File: config.mk
export PLATFORM = sky130hd
export DESIGN_NAME = dcc_top
export DESIGN_NICKNAME = d
export VERILOG_FILES = /design/src/dcc_pkg.sv /design/src/dcc_top.sv
export SDC_FILE = /design/constraint.sdc
export NUM_CORES = 1
export LEC_CHECK = 0
export BUFFER_PORTS_ARGS = -buffer_cell sky130_fd_sc_hd__buf_2
export CORE_MARGIN = 3
export CORE_UTILIZATION = 55
export CTS_BUF_LIST = sky130_fd_sc_hd__clkbuf_4 sky130_fd_sc_hd__clkbuf_8 sky130_fd_sc_hd__clkbuf_16
export DETAILED_ROUTE_END_ITERATION = 10
export GPL_ROUTABILITY_DRIVEN = 0
export PLACE_DENSITY_LB_ADDON = 0.2
export SYNTH_ARGS = -nofsm -noshare
export SYNTH_HDL_FRONTEND = slang
export SYNTH_SLANG_ARGS = --single-unit
File: constraint.sdc
create_clock -name mclk_in -period 3.85 [get_ports mclk_in]
set_input_delay 0.5775 -clock mclk_in [delete_from_list [all_inputs] [get_ports mclk_in]]
set_output_delay 0.5775 -clock mclk_in [all_outputs]
set_load 0.05 [all_outputs]
File: src/dcc_pkg.sv
// Constants, field layout and carrier types of the dual comparator control block
package dcc_pkg;
  localparam int DCC_AW = 3;
  localparam int DCC_DW = 8;

  // Register offsets
  localparam logic [2:0] DCC_CTRL_OFS = 3'h0;
  localparam logic [2:0] DCC_IRQ_OFS  = 3'h1;
  localparam logic [2:0] DCC_DIR_OFS  = 3'h2;
  localparam logic [2:0] DCC_LAT_OFS  = 3'h3;
  localparam logic [2:0] DCC_PORT_OFS = 3'h4;

  // comparator_control fields
  localparam int DCC_C2_RES_BIT = 7;
  localparam int DCC_C1_RES_BIT = 6;
  localparam int DCC_C2_INV_BIT = 5;
  localparam int DCC_C1_INV_BIT = 4;
  localparam int DCC_CIS_BIT    = 3;
  localparam int DCC_MODE_MSB   = 2;
  localparam int DCC_CFG_MSB    = 5;

  // Interrupt register fields
  localparam int DCC_FLAG_BIT = 0;
  localparam int DCC_EN_BIT   = 1;
  localparam int DCC_PRI_BIT  = 2;
  localparam int DCC_PERIPHERAL_INTERRUPT_ENABLE_BIT = 3;
  localparam int DCC_GIE_BIT  = 4;
  localparam int DCC_IRQ_MSB  = 4;

  // Reset values
  localparam logic [7:0] DCC_CTRL_RST = 8'h00;
  localparam logic [4:0] DCC_IRQ_RST  = 5'h00;
  localparam logic [7:0] DCC_DIR_RST  = 8'hff;
  localparam logic [7:0] DCC_LAT_RST  = 8'h00;
  localparam logic [1:0] DCC_SYNC_RST = 2'h0;

  // Port F pins used by the comparators
  localparam int DCC_PIN_RES1 = 1;
  localparam int DCC_PIN_RES2 = 2;

  // Mode codes
  localparam logic [2:0] DCC_MODE_RESET   = 3'h0;
  localparam logic [2:0] DCC_MODE_ONE     = 3'h1;
  localparam logic [2:0] DCC_MODE_TWO     = 3'h2;
  localparam logic [2:0] DCC_MODE_COMMON  = 3'h3;
  localparam logic [2:0] DCC_MODE_TWO_OUT = 3'h4;
  localparam logic [2:0] DCC_MODE_COM_OUT = 3'h5;
  localparam logic [2:0] DCC_MODE_VREF    = 3'h6;
  localparam logic [2:0] DCC_MODE_OFF     = 3'h7;

  // Analog pin masks per mode
  localparam logic [7:0] DCC_MASK_ALL    = 8'h7e;
  localparam logic [7:0] DCC_MASK_ONE    = 8'h60;
  localparam logic [7:0] DCC_MASK_TWO    = 8'h78;
  localparam logic [7:0] DCC_MASK_COMMON = 8'h70;
  localparam logic [7:0] DCC_MASK_NONE   = 8'h00;

  typedef struct packed {
    logic       wr;
    logic       rd;
    logic [2:0] addr;
    logic [7:0] wdata;
  } dcc_bus_req_t;

  typedef struct packed {
    logic       c1_on;
    logic       c2_on;
    logic       vref_plus;
    logic       c1_sel_alt_a;
    logic       c2_sel_alt_c;
    logic       pins_out;
    logic [7:0] analog_mask;
  } dcc_cfg_t;
endpackage : dcc_pkg

File: src/dcc_top.sv
// Dual comparator control: mode register, result readback, mismatch flag, port mux
`timescale 1ns/1ps
module dcc_top
  import dcc_pkg::*;
(
  input  wire logic                 mclk_in,
  input  wire logic                 rst_n_in,
  input  wire dcc_pkg::dcc_bus_req_t bus_in,
  output logic [dcc_pkg::DCC_DW-1:0] rdata_out,
  input  wire logic                 comp1_raw_in,
  input  wire logic                 comp2_raw_in,
  output dcc_pkg::dcc_cfg_t          cfg_out,
  input  wire logic [7:0]           port_pin_in,
  output logic [7:0]                port_pin_out,
  output logic [7:0]                port_pin_oe_out,
  output logic                      irq_out,
  output logic                      irq_priority_out,
  output logic                      wake_out
);
  import dcc_pkg::*;

  logic [7:0]         ctrl_reg;
  logic [DCC_IRQ_MSB:0] irq_reg;
  logic [DCC_IRQ_MSB:0] irq_next;
  logic [7:0]         dir_reg;
  logic [7:0]         lat_reg;
  logic [1:0]         sync1_reg;
  logic [1:0]         sync2_reg;
  logic [1:0]         capt_reg;
  logic [1:0]         result;
  logic [1:0]         raw_pol;
  logic               ctrl_access;
  logic               mismatch;
  logic [7:0]         port_read;
  dcc_cfg_t           cfg_now;
  dcc_cfg_t           cfg_reg;

  // Mode decode table
  function automatic dcc_cfg_t mode_cfg(input logic [2:0] mode, input logic input_switch_select);
    dcc_cfg_t c;
    c = '0;
    case (mode)
      DCC_MODE_RESET: begin
        c.analog_mask = DCC_MASK_ALL;
      end
      DCC_MODE_ONE: begin
        c.c1_on       = 1'b1;
        c.analog_mask = DCC_MASK_ONE;
      end
      DCC_MODE_TWO: begin
        c.c1_on       = 1'b1;
        c.c2_on       = 1'b1;
        c.analog_mask = DCC_MASK_TWO;
      end
      DCC_MODE_COMMON: begin
        c.c1_on       = 1'b1;
        c.c2_on       = 1'b1;
        c.analog_mask = DCC_MASK_COMMON;
      end
      DCC_MODE_TWO_OUT: begin
        c.c1_on       = 1'b1;
        c.c2_on       = 1'b1;
        c.pins_out    = 1'b1;
        c.analog_mask = DCC_MASK_TWO;
      end
      DCC_MODE_COM_OUT: begin
        c.c1_on       = 1'b1;
        c.c2_on       = 1'b1;
        c.pins_out    = 1'b1;
        c.analog_mask = DCC_MASK_COMMON;
      end
      DCC_MODE_VREF: begin
        c.c1_on        = 1'b1;
        c.c2_on        = 1'b1;
        c.vref_plus    = 1'b1;
        c.c1_sel_alt_a = input_switch_select;
        c.c2_sel_alt_c = input_switch_select;
        c.analog_mask  = DCC_MASK_TWO;
      end
      DCC_MODE_OFF: begin
        c.analog_mask = DCC_MASK_NONE;
      end
      default: begin
        c = '0;
      end
    endcase
    return c;
  endfunction : mode_cfg

  assign cfg_now = mode_cfg(ctrl_reg[DCC_MODE_MSB:0], ctrl_reg[DCC_CIS_BIT]);

  // Register the analog configuration; cleared while reset holds
  always_ff @(posedge mclk_in) begin
    if (!rst_n_in) begin
      cfg_reg <= '0;
    end else begin
      cfg_reg <= cfg_now;
    end
  end
  assign cfg_out = cfg_reg;

  // Control register; result bits never stored
  always_ff @(posedge mclk_in) begin
    if (!rst_n_in) begin
      ctrl_reg <= DCC_CTRL_RST;
    end else if (bus_in.wr && bus_in.addr == DCC_CTRL_OFS) begin
      ctrl_reg[DCC_CFG_MSB:0] <= bus_in.wdata[DCC_CFG_MSB:0];
    end
  end
  // Upper bits unused as storage
  assign ctrl_access = (bus_in.wr | bus_in.rd) && bus_in.addr == DCC_CTRL_OFS;

  // Polarity applied to the raw outputs, gated by comparator power
  assign raw_pol[0] = cfg_reg.c1_on & (comp1_raw_in ^ ctrl_reg[DCC_C1_INV_BIT]);
  assign raw_pol[1] = cfg_reg.c2_on & (comp2_raw_in ^ ctrl_reg[DCC_C2_INV_BIT]);

  // Two-stage synchroniser on the raw comparator outputs
  always_ff @(posedge mclk_in) begin
    if (!rst_n_in) begin
      sync1_reg <= DCC_SYNC_RST;
      sync2_reg <= DCC_SYNC_RST;
    end else begin
      sync1_reg <= {comp2_raw_in, comp1_raw_in};
      sync2_reg <= sync1_reg;
    end
  end

  assign result[0] = cfg_reg.c1_on & (sync2_reg[0] ^ ctrl_reg[DCC_C1_INV_BIT]);
  assign result[1] = cfg_reg.c2_on & (sync2_reg[1] ^ ctrl_reg[DCC_C2_INV_BIT]);

  // Captured results, refreshed by every control register access
  always_ff @(posedge mclk_in) begin
    if (!rst_n_in) begin
      capt_reg <= DCC_SYNC_RST;
    end else if (ctrl_access) begin
      capt_reg <= result;
    end
  end

  // Same-cycle change and access still flags (allowed to miss, we do not)
  assign mismatch = result != capt_reg;

  // Interrupt flag and enables; hardware set wins over software clear
  always_comb begin
    irq_next = irq_reg;
    if (bus_in.wr && bus_in.addr == DCC_IRQ_OFS) begin
      irq_next = bus_in.wdata[DCC_IRQ_MSB:0];
    end
    if (mismatch) begin
      irq_next[DCC_FLAG_BIT] = 1'b1;
    end
  end

  always_ff @(posedge mclk_in) begin
    if (!rst_n_in) begin
      irq_reg <= DCC_IRQ_RST;
    end else begin
      irq_reg <= irq_next;
    end
  end

  // Core request needs all enables; wake needs only the block enable
  assign irq_out = irq_reg[DCC_FLAG_BIT] & irq_reg[DCC_EN_BIT] &
                   irq_reg[DCC_PERIPHERAL_INTERRUPT_ENABLE_BIT] & irq_reg[DCC_GIE_BIT];
  assign wake_out = irq_reg[DCC_FLAG_BIT] & irq_reg[DCC_EN_BIT];
  assign irq_priority_out = irq_reg[DCC_PRI_BIT];

  // Port direction and latch
  always_ff @(posedge mclk_in) begin
    if (!rst_n_in) begin
      dir_reg <= DCC_DIR_RST;
    end else if (bus_in.wr && bus_in.addr == DCC_DIR_OFS) begin
      dir_reg <= bus_in.wdata;
    end
  end

  always_ff @(posedge mclk_in) begin
    if (!rst_n_in) begin
      lat_reg <= DCC_LAT_RST;
    end else if (bus_in.wr && bus_in.addr == DCC_LAT_OFS) begin
      lat_reg <= bus_in.wdata;
    end
  end

  // Pin drive: raw results bypass the latch in output modes
  always_comb begin
    port_pin_out = lat_reg;
    if (cfg_reg.pins_out) begin
      port_pin_out[DCC_PIN_RES1] = raw_pol[0];
      port_pin_out[DCC_PIN_RES2] = raw_pol[1];
    end
  end
  assign port_pin_oe_out = ~dir_reg;

  assign port_read = port_pin_in & ~cfg_reg.analog_mask;

  // Read data, one cycle after the strobe
  always_ff @(posedge mclk_in) begin
    if (!rst_n_in) begin
      rdata_out <= '0;
    end else if (bus_in.rd) begin
      case (bus_in.addr)
        DCC_CTRL_OFS: rdata_out <= {result[1], result[0], ctrl_reg[DCC_CFG_MSB:0]};
        DCC_IRQ_OFS:  rdata_out <= {3'h0, irq_reg};
        DCC_DIR_OFS:  rdata_out <= dir_reg;
        DCC_LAT_OFS:  rdata_out <= lat_reg;
        DCC_PORT_OFS: rdata_out <= port_read;
        default:      rdata_out <= '0;
      endcase
    end else begin
      rdata_out <= '0;
    end
  end
endmodule : dcc_top

# Word-level counts from Yosys, hierarchy flattened

Cells that the tools add are included.

Register bits after elaboration: 54
Bits of input ports: 25
Output and inout port bits: 41
Word-level logic and storage cells: 66

Equality and inequality tests: 12
Mux-type cells: 9
Bitwise logic cells: 15
Reductions and logical operators: 15

Operators with widths:

| cell                                           | number |
|---|---|
| case mux 8 bit (5 select lines)                | 2 |
| NOT 8 bit                                      | 2 |
| == test 3 bit (second input constant)          | 5 |
| == test 3 x 2 -> 1 bit (second input constant) | 4 |
| bitwise AND 8 bit                              | 1 |
| bitwise AND 1 bit                              | 7 |
| == test 3 x 1 -> 1 bit (second input constant) | 2 |
| logical NOT 3 bit                              | 2 |
| OR reduction 6 bit                             | 1 |
| logical AND 1 bit                              | 5 |
| 2-to-1 mux 1 bit                               | 5 |
| OR reduction 5 bit                             | 1 |
| AND reduction 2 bit                            | 2 |
| OR reduction 2 bit                             | 2 |
| XOR 1 bit                                      | 4 |
| 2-to-1 mux 3 bit                               | 1 |
| OR reduction 3 bit                             | 1 |
| 2-to-1 mux 2 bit                               | 1 |
| != test 2 bit                                  | 1 |
| nonzero test 2 bit                             | 1 |
| bitwise OR 1 bit                               | 1 |

# Longest topological paths before layout

Gate-level depths: netlist of run 1.

Word-level depth: 4
Gate-level depth with buffers: 7
Depth with buffers taken out: 4

# Worst setup path after synthesis of run 1

OpenSTA, ideal clock, no wires.

Path type: reg2out
Start: reg cfg_reg (netlist bit cfg_out[8])
End: out port_pin_out[1]
Arrival time: 1660 ps
Data required time: 3273 ps
Path slack: 1613 ps
Cell stages (with the launch flop): 2
Buffers on the path: 0
Cell sequence: dfxtp_1 -> o21ai_0

Cells in the longest elaborated chain, start to end: 1

Ends and longest elaborated chain:

| item                   | line           | RTL |
|---|---|---|
| start, declared        | dcc_top.sv:36  | `dcc_cfg_t cfg_reg;` |
| start signal, assigned | dcc_top.sv:97  | `cfg_reg <= cfg_now;` |
| 2-to-1 mux 2 bit       | dcc_top.sv:188 | `if (cfg_reg.pins_out) begin` |
| end, declared          | dcc_top.sv:14  | `output logic [7:0] port_pin_out,` |

No other way between the ends.

# Worst setup path after layout of run 1

Start: reg ctrl_reg[5]
End: out port_pin_out[2]

Cells in the longest elaborated chain, start to end: 3

Ends and longest elaborated chain:

| item                            | line           | RTL |
|---|---|---|
| start, declared                 | dcc_top.sv:22  | `logic [7:0] ctrl_reg;` |
| start signal, assigned by index | dcc_top.sv:107 | `ctrl_reg[DCC_CFG_MSB:0] <= bus_in.wdata[DCC_CFG_MSB:0];` |
| XOR 1 bit                       | dcc_top.sv:115 | `assign raw_pol[1] = cfg_reg.c2_on & (comp2_raw_in ^ ctrl_reg[DCC_C2_INV_BIT]);` |
| bitwise AND 1 bit               | dcc_top.sv:115 |  |
| 2-to-1 mux 2 bit                | dcc_top.sv:188 |  |

No other way between the ends.

==> results_dict.tcl, run 1 <==
set metrics [dict create \
    status "completed" \
    hold_ws_ps 437 \
    synth_common_cells "50 x dfxtp_1, 30 x nand2_1, 14 x mux2i_1, 14 x nor2_1, 13 x inv_1" \
    finalSetupTns_ps 0 \
    num_antenna_cells 0 \
    syn_area_sq_um 2220 \
    synth_edf_count 0 \
    wire_per_inst_um 14.4 \
    final_max_slew_viol_count 0 \
    die_y_um 69.6 \
    pre_cts_slack_ps 1790 \
    p_sw_share_pct 26.7 \
    ys_warn_count 0 \
    die_w_um 69.6 \
    critPathSlowestCell "dfxtp_1" \
    core_region_area_sq_um 3770 \
    numCtsBuffers 5 \
    rsz0062_at_grt "no" \
    routed_wl_mm 4.77 \
    vias 1743 \
    p_leak_uw 0.00119 \
    yosysTopAreaCellShare_pct 45.0 \
    grt_overflow 0 \
    clock_latency_ps 300 \
    drtAntennaViolNets 0 \
    maxCapViolations 0 \
    arrival_ps 1390 \
    antenna_found_initial 0 \
    yosys-top-cells-area "dfxtp_1 45%, mux2i_1 6.3%, nand2_1 5.1%, mux4_2 4.1%, buf_4 3.7%" \
    post-cts-setup-buffers 0 \
    met2_length_mm 2.13 \
    critical_path_class "flop to output pin" \
    cts_tree "built" \
    synth_area_per_cell_sq_um 9.38 \
    grt_use_total_pct 20.2 \
    critPathRequiredTime_ps 3270 \
    grt_max_degree 41 \
    area_growth_pct 14.4 \
    ys_types 39 \
    path_buf_inv 1 \
    layout_worst_path_cycle_share_pct 51.0 \
    drt-pass1-iter-count 4 \
    ctsLongestPathBuffers 2 \
    layout_setup_ws_ps 1890 \
    cts_root_buf "clkbuf_8" \
    cts_htree_levels 2 \
    cp-end-kind "output pin" \
    crit_family "flip-flops" \
    first_iter_violations 129 \
    critPathMaxStageDelay_ps 470 \
    synth_flop_cell "dfxtp_1" \
    largest_register_ffs 9 \
    ys_ff_latch 50 \
    intPower_uw 728 \
    grt_pass1_vias 1566 \
    max_freq_ghz 0.509 \
    cellPowerDensity_nw_per_um2 391 \
    dieArea_sq_um 4840 \
    power_frac_seq_pct 54.4 \
    nets 308 \
    path_clk_slew_ps 90 \
    rows 22 \
    postSynth.asyncResetShare_pct 0 \
    synth_top_area_cell "dfxtp_1" \
    place_hpwl_mm 3.50 \
    ys_seq_area_share_pct 45.0 \
    hold_buffers 0 \
    clock-sinks 50 \
    p_clk_share_pct 31.9 \
    crit_chain "xor2_1, nand3_1, o21ai_0, buf_2" \
    ctsResizeCount 0 \
    peakVddDrop_mv 0.255 \
    wl_met3_um 354 \
    startpoint_type "flop" \
    drive_gt1_share_pct 28.9 \
    vias_per_cell 5.25 \
    fin_util_pct 67.4 \
    placed_cells 324 \
    skew_ps 5.51 \
    p_switching_uw 265 \
    final_cells 332 \
    top_layer "met4" \
    share_comb_of_total_power_pct 13.7 \
    start_util_pct 59.0 \
    io_pins 66 \
    setup_violations 0 \
    path_max_fanout 4 \
    grt_pass1_wl_mm 7.76 \
    drc 0 \
    maxSlewHeadroom_pct 59.2 \
    io_buffers 63 \
    period_minus_slack_ps 1960 \
    final-hold-violation-count 0 \
    worst_hold_path_type "flop to flop" \
    post-synth-top-count-cell "dfxtp_1" \
    met1_length_mm 2.23 \
    syn_inst 237 \
    worstMarginPinSlew_ps 612 \
]
## per-layer routing
| layer | global-route usage (%) | vias up |
|---|---|---|
| met3 | 6.23 | 5 |
| met2 | 30.7 | 67 |
| met5 | 0 | - |
| met1 | 27.5 | 799 |
| met4 | 6.51 | 0 |
| li1 | - | 872 |
## final timing paths
| check | start | endpoint | slack (ps) | depth (start not counted) |
|---|---|---|---|---|
| worst max-delay path | ctrl_reg[5]$_SDFFE_PN0P_ | port_pin_out[2] | 1890 | 4 |
| worst min-delay path | sync1_reg[1]$_SDFF_PN0_ | sync2_reg[1]$_SDFF_PN0_ | 440 | 1 |
| worst max register to register | ctrl_reg[5]$_SDFFE_PN0P_ | irq_reg[0]$_SDFFE_PN0P_ | 2560 | 4 |
| worst min register to register | sync1_reg[1]$_SDFF_PN0_ | sync2_reg[1]$_SDFF_PN0_ | 440 | 1 |
## cell usage in the layout, fill, tap and decap left out, types with 3 or more instances in the layout
cell,n
dfxtp_1,50
and2_1,11
mux4_2,4
a21oi_1,4
xor2_1,5
and3b_1,3
nand2_1,30
buf_2,63
clkbuf_8,6
and3_1,3
nor2b_1,11
nand3_1,6
inv_1,13
mux2i_1,14
a21boi_0,7
nor2_1,14
o211ai_1,9
## power by group through the flow
| stage | logic (uW) | clock network (uW) | registers, uW |
|---|---|---|---|
| final | 137 | 317 | 540 |
| after global routing | 146 | 347 | 542 |
| after CTS | 137 | 323 | 540 |
| after detailed placement | 137 | 0 | 553 |
| after global placement | 135 | 0 | 553 |
| after floorplan | 89.3 | 0 | 568 |
## worst reg2reg max path, stage by stage (launching register included)
cell     delay [ps]
dfxtp_1         470
xor2_1          220
and2_1          190
xor2_1           80
o31a_1          230
## cell type report
| class | count | area (sq um) |
|---|---|---|
| clock buffer | 7 | 90.1 |
| inverter | 13 | 48.8 |
| clock inverter | 1 | 5.00 |
| sequential | 50 | 1000 |
| multi-input combinational | 150 | 1020 |
| fill | 324 | 1230 |
| tap | 48 | 60.1 |
| timing repair buffer | 63 | 315 |
## logic make-up (layout without fill, tap and decap cells)
family          Yosys count  count (layout)  share of synthesized area, %
buf+inv                  38              84                          9.17
compound gates           35              35                          11.5
other cells               1               2                         0.169
simple gates             86              86                          19.8
flops                    50              50                          45.0
xor+xnor                  6               6                          2.36
mux                      21              21                          12.0
## per-stage QoR
stage / cell area, sq um / total power (uW)
global route: 2540 / 1040
floorplan: 2230 / 657
global placement: 2450 / 688
detailed placement: 2450 / 689
finish: 2540 / 994
CTS: 2540 / 1000
No activity file was read; power rests on OpenSTA's default activity.
==> run 2, diff against run 1 <==
Settings changed: CORE_UTILIZATION 55 to 46.
Clock period 3.85 ns to 1.7 ns, I/O delays scaled along.
==> results_dict.tcl, run 2 (same netlist as run 1, synthesis figures left out) <==
set metrics [dict create \
    peakVddDrop_mv 0.433 \
    clock_latency_ps 300 \
    die_y_um 75.5 \
    final-hold-violation-count 0 \
    ctsResizeCount 0 \
    p_clk_share_pct 35.5 \
    period_minus_slack_ps 1580 \
    first_iter_violations 115 \
    drive_gt1_share_pct 31.5 \
    final_cell_area_sq_um 2630 \
    p_leak_uw 0.00124 \
    area_growth_pct 18.3 \
    ctsLongestPathBuffers 2 \
    io_pins 66 \
    critPathRequiredTime_ps 1440 \
    grt_overflow 0 \
    grt_max_degree 27 \
    pre_cts_slack_ps 135 \
    post-cts-setup-buffers 0 \
    skew_ps 5.85 \
    status "completed" \
    grt_use_total_pct 18.8 \
    clock-sinks 50 \
    path_clk_slew_ps 90 \
    finalSetupTns_ps 0 \
    numCtsBuffers 5 \
    rows 24 \
    detailed_place.area_sq_um 2510 \
    fin_util_pct 58.4 \
    cts_tree "built" \
    setup_violations 0 \
    drc 0 \
    arrival_ps 1320 \
    layout_worst_path_cycle_share_pct 92.8 \
    num_antenna_cells 0 \
    vias_per_cell 5.17 \
    io_buffers 63 \
    p_switching_uw 611 \
    start_util_pct 49.4 \
    hold_ws_ps 183 \
    die_w_um 75.5 \
    drt-pass1-iter-count 4 \
    share_comb_of_total_power_pct 13.5 \
    dieArea_sq_um 5700 \
    final_max_slew_viol_count 0 \
    rsz0062_at_grt "no" \
    layout_setup_ws_ps 122 \
    cts_htree_levels 2 \
    cp-end-kind "output pin" \
    p_sw_share_pct 25.5 \
    grt_pass1_vias 1662 \
    worst_hold_path_type "primary input to flop" \
    drtAntennaViolNets 0 \
    startpoint_type "flop" \
    core_region_area_sq_um 4500 \
    final_common_cell "buf_2" \
    maxCapViolations 0 \
    vias 1779 \
    routed_wl_mm 4.99 \
    max_freq_ghz 0.634 \
    cts_root_buf "clkbuf_8" \
    critical_path_class "flop to output pin" \
    grt_pass1_wl_mm 8.10 \
    place_hpwl_mm 3.77 \
    path_max_fanout 4 \
    antenna_found_initial 0 \
    largest_register_ffs 9 \
    intPower_uw 1790 \
    power_frac_seq_pct 51.1 \
    cellPowerDensity_nw_per_um2 911 \
    hold_buffers 0 \
    nets 316 \
    wire_per_inst_um 14.5 \
    final_cell_mix "62 x buf_2, 48 x dfxtp_1, 30 x nand2_1" \
]
## run 2: changes by cell type in the layout (fill, tap and decap cells not counted), sizes merged
cell    delta
buf        +7
bufinv     +1
clkbuf     +1
clkinv     -1
## run 2: layer usage
layer	vias to the layer above	wire [um]	GRT usage, %
li1	896	-	-
met4	0	101	6.99
met2	51	2200	27.8
met3	8	275	4.35
met1	824	2410	26.7
met5	-	0	0
## run 2: final timing paths
kind | start | end | slack [ps] | depth (start not counted)
min reg2reg | sync1_reg[0]$_SDFF_PN0_ | sync2_reg[0]$_SDFF_PN0_ | 440 | 1
max | ctrl_reg[5]$_SDFFE_PN0P_ | port_pin_out[2] | 120 | 4
min | bus_in[7] | dir_reg[7]$_SDFFE_PN1P_ | 180 | 3
max reg2reg | ctrl_reg[4]$_SDFFE_PN0P_ | irq_reg[0]$_SDFFE_PN0P_ | 480 | 4
## run 2: stage by stage
stage | std cells | power, uW
final | 344 | 2400
after global routing | 344 | 2510
after CTS | 344 | 2420
after detailed placement | 336 | 1570
after global placement | 336 | 1570
after floorplan | 238 | 1490
## run 2: worst max-delay path, stage by stage (launching register included)
cell and delay (ps):
dfxtp_2 410, xor2_1 180, nand3_1 90, o21ai_0 70
buf_2 280
## run 2: power groups by stage
stage | clock network [uW] | logic (uW) | registers [uW]
2_1_floorplan | 0 | 202 | 1290
3_3_place_gp | 0 | 319 | 1250
3_5_place_dp | 0 | 322 | 1250
4_1_cts | 870 | 322 | 1220
5_1_grt | 929 | 348 | 1230
6_report | 851 | 323 | 1220
## run 2: area by class of cell
cell class / instances / area (sq um)
timing repair buffer: 71 / 378
clock inverter: 1 / 30.0
multi-input combinational: 150 / 1020
fill: 417 / 1870
clock buffer: 7 / 83.8
inverter: 13 / 48.8
sequential: 50 / 1000
tap: 52 / 65.1
==> run 3, diff against run 2 <==
Settings changed: ABC_AREA set to 1, CORE_UTILIZATION 46 to 45, PLACE_DENSITY set to 0.82, PLACE_DENSITY_LB_ADDON 0.2 to not set.
==> results_dict.tcl, run 3 <==
set metrics [dict create \
    cts_root_buf "clkbuf_8" \
    crit_family "flip-flops" \
    clock_latency_ps 300 \
    r2r_start "ctrl_reg[5]$_SDFFE_PN0P_" \
    ys_ff_latch 50 \
    clock-sinks 50 \
    grt_pass1_wl_mm 8.47 \
    postSynth.asyncResetShare_pct 0 \
    antenna_found_initial 0 \
    yosys-top-cells-area "dfxtp_1 47%, nand2_1 8.9%, inv_1 7.5%, nand3_1 5.4%, a21oi_1 4.7%" \
    num_antenna_cells 0 \
    place_hpwl_mm 4.23 \
    dieArea_sq_um 5620 \
    critical_path_class "flop to output pin" \
    nets 368 \
    layout_setup_ws_ps 224 \
    drc 0 \
    power_frac_seq_pct 51.1 \
    routed_wl_mm 5.51 \
    share_comb_of_total_power_pct 14.2 \
    drtAntennaViolNets 0 \
    cts_tree "built" \
    final_max_slew_viol_count 0 \
    grt_pass1_vias 1855 \
    ys_seq_area_share_pct 46.8 \
    crit_chain "nand3_1, o22ai_1, buf_2" \
    post-synth-top-count-cell "nand2_1" \
    grt_overflow 0 \
    io_buffers 63 \
    vias 2053 \
    vias_per_cell 5.20 \
    path_clk_slew_ps 80 \
    critPathMaxStageDelay_ps 430 \
    startpoint_type "flop" \
    start_util_pct 47.8 \
    yosysTopAreaCellShare_pct 46.8 \
    synth_edf_count 0 \
    grt_use_total_pct 20.1 \
    numCtsBuffers 5 \
    status "completed" \
    cts_htree_levels 2 \
    grt_max_degree 21 \
    layout_worst_path_cycle_share_pct 86.8 \
    setup_violations 0 \
    p_clk_share_pct 34.7 \
    min_from "comp2_raw_in" \
    wire_per_inst_um 14.0 \
    critPathRequiredTime_ps 1440 \
    io_pins 66 \
    synth_top_area_cell "dfxtp_1" \
    pre_cts_slack_ps 296 \
    holdPathStages 3 \
    first_iter_violations 103 \
    path_buf_inv 1 \
    peakVddDrop_mv 0.365 \
    hold_buffers 0 \
    largest_register_ffs 9 \
    syn_area_sq_um 2140 \
    final_common_cell "buf_2" \
    synth_area_per_cell_sq_um 7.43 \
    hold_ws_ps 170 \
    post-cts-setup-buffers 0 \
    rsz0062_at_grt "no" \
    ys_warn_count 0 \
    final-hold-violation-count 0 \
    ctsLongestPathBuffers 2 \
    min_to "sync1_reg[1]$_SDFF_PN0_" \
    p_sw_share_pct 27.0 \
    arrival_ps 1220 \
    r2r_cells 7 \
    final_cell_area_sq_um 2520 \
    finalSetupTns_ps 0 \
    area_growth_pct 17.9 \
    maxCapViolations 0 \
    rows 24 \
    p_switching_uw 653 \
    ctsResizeCount 0 \
    ys_types 29 \
    critPathSlowestCell "dfxtp_1" \
    skew_ps 5.32 \
    cellPowerDensity_nw_per_um2 960 \
    detailed_place.area_sq_um 2410 \
    synth_flop_cell "dfxtp_1" \
    die_w_um 75.0 \
    period_minus_slack_ps 1480 \
    p_leak_uw 0.00124 \
    ff2ff_setup_slack_ps 610 \
    max_freq_ghz 0.677 \
    final_cell_mix "63 x buf_2, 51 x nand2_1, 50 x dfxtp_1" \
    worst_hold_path_type "primary input to flop" \
    synth_common_cells "51 x nand2_1, 50 x dfxtp_1, 43 x inv_1, 24 x nor2_1, 23 x nand3_1" \
    path_max_fanout 4 \
    intPower_uw 1770 \
    drive_gt1_share_pct 24.5 \
    drt-pass1-iter-count 5 \
    die_y_um 75.0 \
    cp-end-kind "output pin" \
    r2r-end "irq_reg[0]$_SDFFE_PN0P_" \
    core_region_area_sq_um 4470 \
    syn_inst 288 \
]
run 3: changes by cell type after synthesis, moves of 9 or more:
cell and change:
nor2_1 +10, mux2i_1 -14, a21oi_1 +16, inv_1 +30
nor2b_1 -11, and2_1 -9, o21ai_0 +12, nand2_1 +21
nand3_1 +17
run 3: worst max path at each step:
stage	start	endpoint	cells after the start
2_1_floorplan	cfg_out[8]$_SDFF_PN0_	port_pin_out[1]	2
3_3_place_gp	bus_in[9]	ctrl_reg[0]$_SDFFE_PN0P_	7
3_5_place_dp	bus_in[9]	ctrl_reg[0]$_SDFFE_PN0P_	7
4_1_cts	cfg_out[12]$_SDFF_PN0_	port_pin_out[2]	3
5_1_grt	cfg_out[12]$_SDFF_PN0_	port_pin_out[2]	3
6_report	cfg_out[12]$_SDFF_PN0_	port_pin_out[2]	3
run 3: final cells by class:
type                            instances  area [sq um]
Clock buffer                            6          82.6
Clock inverter                          1          30.0
Fill cell                             415          1950
Inverter                               47           179
Multi-Input combinational cell        174           835
Sequential cell                        50          1000
Tap cell                               52          65.1
Timing Repair Buffer                   65           330
run 3: cells by family (layout without fill, tap and decap cells):
logic type             Yosys count  in the layout  synth area share (%)
buffers and inverters           65            119                  14.4
AND/OR/NAND/NOR                115            115                  23.7
AO/OA/AOI/OAI                   57             57                  14.9
other                            1              2                 0.175
flip-flops                      50             50                  46.8
run 3: metrics by stage:
stage | util [%] | cells | power, uW
floorplan | - | 289 | 1510
global placement | 53.9 | 388 | 1600
detailed placement | 53.9 | 388 | 1600
CTS | 56.4 | 395 | 2420
global route | 56.4 | 395 | 2500
finish | 56.4 | 395 | 2420
run 3: per-layer routing:
metal  GRT usage, %  up-vias  share of wire, %
li1               -     1016                 -
met1           24.7      922                41
met2           33.6      100                48
met3           4.67       15               8.8
met4           8.89        0               2.4
met5              0        -                 0
run 3: power groups by stage:
stage	combinational (uW)	sequential [uW]	clock (uW)
2_1_floorplan	196	1310	0
3_3_place_gp	334	1260	0
3_5_place_dp	340	1260	0
4_1_cts	341	1240	840
5_1_grt	369	1240	893
6_report	344	1240	841
run 3: worst min-delay path, stage by stage:
cell and delay, ps:
buf_2 100, nand2_1 50, inv_1 40
